==> src/hdl/sipo_defs.vh <==
`ifndef SIPO_DEFS_VH
`define SIPO_DEFS_VH

// ----------------------------------------
// Widths and reset values
// ----------------------------------------
`define SIPO_STAGES     8
`define SIPO_STAGE_RST  8'h00
`define SIPO_SYNC_LEN   3
`define SIPO_BUF_DEPTH  2

`endif

==> src/hdl/sipo_out_buffer.v <==
`timescale 1ns/1ns
`include "sipo_defs.vh"

// Two-entry skid buffer: holds two words for a stalled receiver, then drops inReady
module sipo_out_buffer (
  input  wire                      clk,      // System clock
  input  wire                      rst,      // Async reset, active high
  input  wire [`SIPO_STAGES-1:0]   inData,   // Word from the shifter
  input  wire                      inValid,  // Word offered
  output wire                      inReady,  // Room for a word
  output reg  [`SIPO_STAGES-1:0]   outData,  // Head word
  output wire                      outValid, // Head word valid
  input  wire                      outReady  // Receiver takes head
);

  // ----------------------------------------
  // Storage
  // ----------------------------------------
  reg [`SIPO_STAGES-1:0] spare;
  reg [1:0]              count;

  wire take = inValid && inReady;
  wire give = outValid && outReady;

  assign inReady  = (count != 2'h2);
  assign outValid = (count != 2'h0);

  always @(posedge clk or posedge rst) begin
    if (rst) begin
      outData <= `SIPO_STAGE_RST;
      spare   <= `SIPO_STAGE_RST;
      count   <= 2'h0;
    end else begin
      case ({take, give})
        2'b10: begin
          if (count == 2'h0) begin
            outData <= inData;
          end else begin
            spare <= inData;
          end
          count <= count + 2'h1;
        end
        2'b01: begin
          outData <= spare;
          count   <= count - 2'h1;
        end
        2'b11: begin
          // Count stays at one; the new word replaces the head
          if (count == 2'h1) begin
            outData <= inData;
          end else begin
            outData <= spare;
            spare   <= inData;
          end
        end
        default: begin
        end
      endcase
    end
  end

endmodule // sipo_out_buffer

==> src/hdl/sipo_shifter.v <==
`timescale 1ns/1ns
`include "sipo_defs.vh"

module sipo_shifter (
  input  wire                    clk,          // System clock, 20 MHz
  input  wire                    rst,          // Async reset, active high
  input  wire                    shiftClock,   // Shift clock pin, asynchronous
  input  wire                    clearN,       // Clear pin, active low
  input  wire                    serialA,      // Serial data input A
  input  wire                    serialB,      // Serial data input B
  output reg  [`SIPO_STAGES-1:0] stageOutputs, // Stage values, first at bit 0
  output wire [`SIPO_STAGES-1:0] wordData,     // Snapshot after each shift
  output wire                    wordValid,    // Snapshot available
  input  wire                    wordReady     // Receiver takes snapshot
);

  // ----------------------------------------
  // Pin synchronisers
  // ----------------------------------------
  // Pins cross into clk; a change counts once flops 2 and 3 agree
  localparam PIN_CLK = 0;
  localparam PIN_A   = 1;
  localparam PIN_B   = 2;
  localparam PINS    = 3;

  wire [PINS-1:0] pinRaw;
  wire [PINS-1:0] pinLevel;

  assign pinRaw[PIN_CLK] = shiftClock;
  assign pinRaw[PIN_A]   = serialA;
  assign pinRaw[PIN_B]   = serialB;

  genvar p;

  generate
    for (p = 0; p < PINS; p = p + 1) begin : gPin
      // First flop may be metastable; only the shift reads it
      reg [`SIPO_SYNC_LEN-1:0] chain;
      reg                      level;

      always @(posedge clk or posedge rst) begin
        if (rst) begin
          chain <= 3'h0;
        end else begin
          chain <= {chain[1:0], pinRaw[p]};
        end
      end

      // Filter: a single-cycle glitch never reaches the level
      always @(posedge clk or posedge rst) begin
        if (rst) begin
          level <= 1'b0;
        end else if (chain[1] == chain[2]) begin
          level <= chain[2];
        end
      end

      assign pinLevel[p] = level;
    end
  endgenerate

  // ----------------------------------------
  // Edge detect and data capture
  // ----------------------------------------
  wire clkLevel = pinLevel[PIN_CLK];
  wire aLevel   = pinLevel[PIN_A];
  wire bLevel   = pinLevel[PIN_B];

  reg  clkPrev;
  reg  aPrev;
  reg  bPrev;

  // Data lags one cycle so the values from before the edge are used
  always @(posedge clk or posedge rst) begin
    if (rst) begin
      clkPrev <= 1'b0;
      aPrev   <= 1'b0;
      bPrev   <= 1'b0;
    end else begin
      clkPrev <= clkLevel;
      aPrev   <= aLevel;
      bPrev   <= bLevel;
    end
  end

  wire shiftEdge = clkLevel && !clkPrev;

  // ----------------------------------------
  // Clear
  // ----------------------------------------
  // Clear acts without the clock, so it is a second async reset here
  wire clearAll = rst || !clearN;

  // ----------------------------------------
  // Shift stages
  // ----------------------------------------
  localparam [`SIPO_STAGES-1:0] STAGE_RST = `SIPO_STAGE_RST;

  // Either input gates the other
  wire gatedBit = aPrev & bPrev;
  // Relies on the driver tying an unused input high
  wire dataIn = gatedBit;

  wire [`SIPO_STAGES-1:0] stageNext;

  assign stageNext[0] = dataIn;

  genvar s;

  generate
    for (s = 0; s < `SIPO_STAGES; s = s + 1) begin : gStage
      if (s > 0) begin : gLink
        assign stageNext[s] = stageOutputs[s-1];
      end

      always @(posedge clk or posedge clearAll) begin
        if (clearAll) begin
          stageOutputs[s] <= STAGE_RST[s];
        end else if (shiftEdge) begin
          stageOutputs[s] <= stageNext[s];
        end else begin
          stageOutputs[s] <= stageOutputs[s];
        end
      end
    end
  endgenerate

  // ----------------------------------------
  // Snapshot path
  // ----------------------------------------
  // Offer one word per shift; a full buffer drops it, pins cannot stall
  reg bufferOffer;
  reg next_bufferOffer;

  always @* begin
    next_bufferOffer = 1'b0;
    if (shiftEdge) begin
      next_bufferOffer = 1'b1;
    end
  end

  // Offer lands one cycle after the shift, when the stages have settled
  always @(posedge clk or posedge clearAll) begin
    if (clearAll) begin
      bufferOffer <= 1'b0;
    end else begin
      bufferOffer <= next_bufferOffer;
    end
  end

  wire bufferReady;

  sipo_out_buffer uBuffer (
    .clk      (clk),
    .rst      (rst),
    .inData   (stageOutputs),
    .inValid  (bufferOffer),
    .inReady  (bufferReady),
    .outData  (wordData),
    .outValid (wordValid),
    .outReady (wordReady)
  );

endmodule // sipo_shifter
==> config.mk <==
export PLATFORM = sky130hd
export DESIGN_NAME = sipo_shifter
export DESIGN_NICKNAME = d
export VERILOG_FILES = /design/src/hdl/sipo_out_buffer.v /design/src/hdl/sipo_shifter.v
export VERILOG_INCLUDE_DIRS = /design/src /design/src/hdl
export SDC_FILE = /design/constraint.sdc
export NUM_CORES = 1
export LEC_CHECK = 0
export ABC_CLOCK_PERIOD_IN_PS = 2100
export BUFFER_PORTS_ARGS = -buffer_cell sky130_fd_sc_hd__buf_4
export CAP_MARGIN = 20
export CORE_MARGIN = 10
export CORE_UTILIZATION = 50
export DETAILED_ROUTE_END_ITERATION = 6
export PLACE_DENSITY = 0.74
export SYNTH_ARGS = -nofsm -noshare
export SYNTH_HDL_FRONTEND = slang
export SYNTH_SLANG_ARGS = --single-unit
==> constraint.sdc <==
create_clock -name clk -period 2.1 [get_ports clk]
set_input_delay 0.315 -clock clk [delete_from_list [all_inputs] [get_ports clk]]
set_output_delay 0.315 -clock clk [all_outputs]
set_load 0.01 [all_outputs]
Yosys cells after proc, flatten, opt, wreduce, memory -nomap -nowiden
Cells that the tools add are included.
- bitwise operators: 1
- reduce and logical (&&, ||, !) cells: 13
- $add $sub $neg: 2
- equality and inequality tests: 11
- multiplexer cells: 8
- operators by type and width (operator ; count):
    2-to-1 mux 8 bit ; 4
    one-hot mux 8 bit (3 select lines) ; 1
    one-hot mux 8 bit (2 select lines) ; 1
    inequality test 2 bit (second input constant) ; 3
    nonzero test 2 bit ; 3
    == test 2 x 1 -> 1 bit (second input constant) ; 2
    == test 2 bit (second input constant) ; 2
    one-hot mux 2 bit (2 select lines) ; 1
    == test 1 bit ; 3
    logical AND 1 bit ; 3
    AND reduction 3 bit ; 1
    nonzero test 3 bit ; 1
    adder 2 x 1 -> 2 bit (second input constant) ; 1
    zero test 1 bit ; 2
    zero test 2 bit ; 1
    inequality test 2 x 1 -> 1 bit (second input constant) ; 1
    AND reduction 2 bit ; 1
    subtractor 2 x 1 -> 2 bit (second input constant) ; 1
    AND 1 bit ; 1
    logical OR 1 bit ; 1
    2-to-1 mux 1 bit ; 1
- bits of input ports: 7
- output and inout port bits: 17
- register bits after elaboration: 42
- logic and storage cells: 56

Depth between registers and ports, before layout
- depth after elaboration: 5
- depth in mapped cells: 10
- depth with buffers taken out: 8

Hierarchy
From an unflattened synthesis, not the netlist that was laid out.
- cells, all modules: 135
- area, all modules: 1815.5 µm²
- by module, submodules not included (module ; area an instance (µm²) ; times used ; sequential area each (µm²) ; cells an instance):
    sipo_out_buffer ; 1018.5 ; 1 ; 450.4 ; 94
    sipo_shifter ; 797.0 ; 1 ; 600.6 ; 41

Worst setup path after synthesis
OpenSTA, ideal clock, no wires.
- kind: reg-to-reg
- start: register uBuffer.count[0]
- end: register uBuffer.spare[0]
- data required time: 1.975 ns
- data arrival time: 1.843 ns
- path slack: 0.132 ns
- setup time: 0.125 ns
- path buffers: 1
- clock period less this slack: 1.968 ns
- stages on the path, launching flop included: 8
- cell sequence: dfrtp_1 inv_1 ha_1 nand2b_4 buf_4 ha_1 o21ai_2 mux2_2
- longest elaborated chain between the ends: 5
- elaborated cells between the ends (all ways): 13
- those cells by class: eq/ne (6); mux (1); reduce/logical (6)
- RTL lines (what ; RTL line ; source):
    from (decl) ; sipo_out_buffer.v:20 ; reg [1:0] count;
    from (signal assigned) ; sipo_out_buffer.v:41 ; count <= count + 2'h1;
    from (signal assigned) ; sipo_out_buffer.v:45 ; count <= count - 2'h1;
    inequality test 2 bit or nonzero test 2 bit (tied branches) ; sipo_out_buffer.v:25, sipo_out_buffer.v:26 ;
    logical AND 1 bit (on tied branches) ; sipo_out_buffer.v:22, sipo_out_buffer.v:23 ;
    == test 2 bit ; sipo_out_buffer.v:34 ; case ({take, give})
    inequality test 2 bit (no line) or nonzero test 2 bit (tied branches) ; - ;
    AND reduction 3 bit (no line) ; - ;
    to (signal assigned) ; sipo_out_buffer.v:31 ; spare <= `SIPO_STAGE_RST;
    to (signal assigned) ; sipo_out_buffer.v:39 ; spare <= inData;
    to (signal assigned) ; sipo_out_buffer.v:53 ; spare <= inData;
    to (decl) ; sipo_out_buffer.v:19 ; reg [`SIPO_STAGES-1:0] spare;
Parallel ways exist; a longest one is shown, timed or not.
A chain may end at the register's enable or synchronous reset.

Worst setup path after layout
- start: register uBuffer.count[0]
- end: register uBuffer.spare[3]
The elaborated chain is that of the path after synthesis.

==> impl_metrics.ini <==
[global_route]
grt_pass1_vias = 1248
grt_max_degree = 34
grt_usage_pct = 11.0
grt_overflow = 0
antenna_found_initial = 0
grt_pass1_wl_um = 5540

[sta]
finalCritPeriodShare_pct = 94.2
fin_setup_tns_ns = 0
rsz0062_at_grt = false
slew-limit-headroom_pct = 52.0
final_hold_viol_count = 0
fin_skew_ns = 0.00361
worst_pin_slew_ns = 0.719
timing.final.crit_period_ns = 1.98
finalSetupViolations = 0
fmax_ghz = 0.506
slew_viol_final = 0
worst_slack_ns = 0.123

[final_layout]
nNetsFinal = 175
n_antenna_cell = 0
area_delta_synth_final_pct = 16.8
multi_input_area_um2 = 629
nFillCells = 275
drive_gt1_share_pct = 34.8
seqCellArea_um2 = 1050
final_area_um2 = 2030
final_util_pct = 60.9

[yosys]
syn_inst = 132
synth.yosys.seq_area_share_pct = 60.4
syn_nets = 147
avgSynthCellArea_um2 = 13.2
ys_warn_count = 0
synth_edf_count = 0
syn-cell-area_um2 = 1740
ys_types = 27
synth_top_flop_cell = dfrtp_1
ys_ff_latch = 42
ys_async_sr_fraction_pct = 100

[detailed_routing]
dr.pass1.iters = 4
drt_iter0_drc = 68
vias = 1120
viasPerCell = 5.41
ant_nets = 0
finalWirelength_um = 3190
wl_per_cell_um = 15.4
drc = 0

[placement]
portBuffers = 23
dp_slack_ns = 0.103
place_area_um2 = 1970
dpl.hpwl_um = 2400
gp_congestion = 0.841

[floorplanning]
initial_core_util_pct = 52.1
chipWidth_um = 79.0
dieArea_um2 = 6240
ioPinCount = 24
row_count = 21
fp.dieH_um = 79.0
fp.coreArea_um2 = 3340

[critical_path]
reg2reg_slack_ns = 0.12
critPathCaptureType = register
cp.arrival_ns = 2.22
cp-start-kind = register
worstPathRequired_ns = 2.34
path_class = reg -> reg
critPathMaxFanout = 8

[power]
powerDensity_nw_per_um2 = 1300
leakage_nw = 0.951
vdd_ir_drop_max_uv = 644

[outcome]
status = finished, final reports clean

[clock_network]
clockBufferDepth = 2
numCtsBuffers = 5
cts_tree = built
clock-sinks = 42
cts_hold_buf = 0
htree_num_levels = 2
clock_latency_ns = 0.34
cts_resized = 0
post_cts_buffers = 0
clk_pin_slew_ns = 0.12
clockRootBuffer = clkbuf_4

[job]
cap_violations = 0

[min_path]
hold_class = in -> async
[report_power, final]
group	internal (W)	leakage, nW	switching (W)
registers	0.00104	0.521	0.000183
logic	0.000530	0.399	0.000499
clock network	0.000132	0.0322	0.000252
[logic make-up (layout without fill, tap and decap cells)]
kind of cell	count (synthesis)	count (layout)	share of synthesized area, %
AND/OR/NAND/NOR	19	19	6.55
flip-flops	42	42	60.4
AO/OA/AOI/OAI	30	30	11.4
adder cells (fa/ha/maj)	11	11	7.48
multiplexers	15	15	9.71
buffers and inverters	14	43	3.96
XOR/XNOR	1	1	0.504
[stage by stage]
step	hold slack, ns	instances	total power, W
after global placement	0.341	199	0.00221
final	0.0574	207	0.00264
after detailed placement	0.336	199	0.00227
after CTS	0.0485	207	0.00266
after floorplan	0.318	132	0.00185
after global routing	0.0378	207	0.00284
[state kept, by name (all words and copies together) (netlist names)]
signal and cells:
aLevel 1, uBuffer.outData 8, aPrev 1, bufferOffer 1, clkLevel 1, bLevel 1, uBuffer.count 2, bPrev 1
clkPrev 1, stageOutputs 8, uBuffer.spare 8, gPin.chain 9
[routing by layer]
metal | vias up | routed length, um | GRT usage, %
met5 | - | 0 | 0
met4 | 0 | 38 | 5.38
met3 | 6 | 164 | 3.94
met2 | 32 | 1620 | 19.2
met1 | 559 | 1360 | 11.5
li1 | 523 | - | -
[path summary, 6_finish.rpt]
| kind | from | to | cells past startpoint |
|---|---|---|---|
| hold reg to reg | gPin[1].chain[0]$_DFF_PP0_ | gPin[1].chain[1]$_DFF_PP0_ | 0 |
| min in group clk | shiftClock | gPin[0].chain[0]$_DFF_PP0_ | 1 |
| setup / recovery | uBuffer.count[0]$_DFFE_PP0P_ | uBuffer.spare[3]$_DFFE_PP0P_ | 8 |
| max in group asynchronous | rst | stageOutputs[4]$_DFFE_PP0P_ | 2 |
| setup reg to reg | uBuffer.count[0]$_DFFE_PP0P_ | uBuffer.spare[3]$_DFFE_PP0P_ | 8 |
| hold / removal | rst | uBuffer.spare[5]$_DFFE_PP0P_ | 3 |
[cells in the final DEF, fill, tap and decap left out, drive strengths merged, types with 3 or more instances in the layout]
cell type	netlist	final
nor3	9	9
mux2	15	15
maj3	3	3
dfrtp	42	42
o21ai	12	12
buf	4	28
a31oi	8	8
clkbuf	3	6
o211ai	8	8
inv	7	7
ha	8	8
nor2b	4	4
[synthesized netlist by cell type, types with 2 or more instances]
cell type   n  area, um^2
maj3_1      3        30.0
o21ai_2     2        17.5
dfrtp_1    42        1050
a31oi_1     8        50.1
mux2_2     15         169
ha_1        8         100
nor3_1      9        45.0
clkbuf_1    2        7.51
inv_1       6        22.5
o21ai_0    10        50.1
nor2b_1     4        25.0
o211ai_1    8        60.1
[worst max-delay path, cell delays in order (launching register included)]
cell and delay, ns:
dfrtp_1 0.41, inv_1 0.08, ha_1 0.20, nand2b_1 0.16
inv_1 0.13, ha_1 0.25, a22oi_2 0.12, o21ai_4 0.13
mux2_2 0.38
[cell type report]
type,count,area share (%)
Clock buffer,6,2.03
Clock inverter,2,0.677
Inverter,7,1.42
Multi-Input combinational cell,76,31.0
Sequential cell,42,51.7
Tap cell,46,2.83
Timing Repair Buffer,28,10.3
Note: power is estimated with default switching activity, not from simulation.
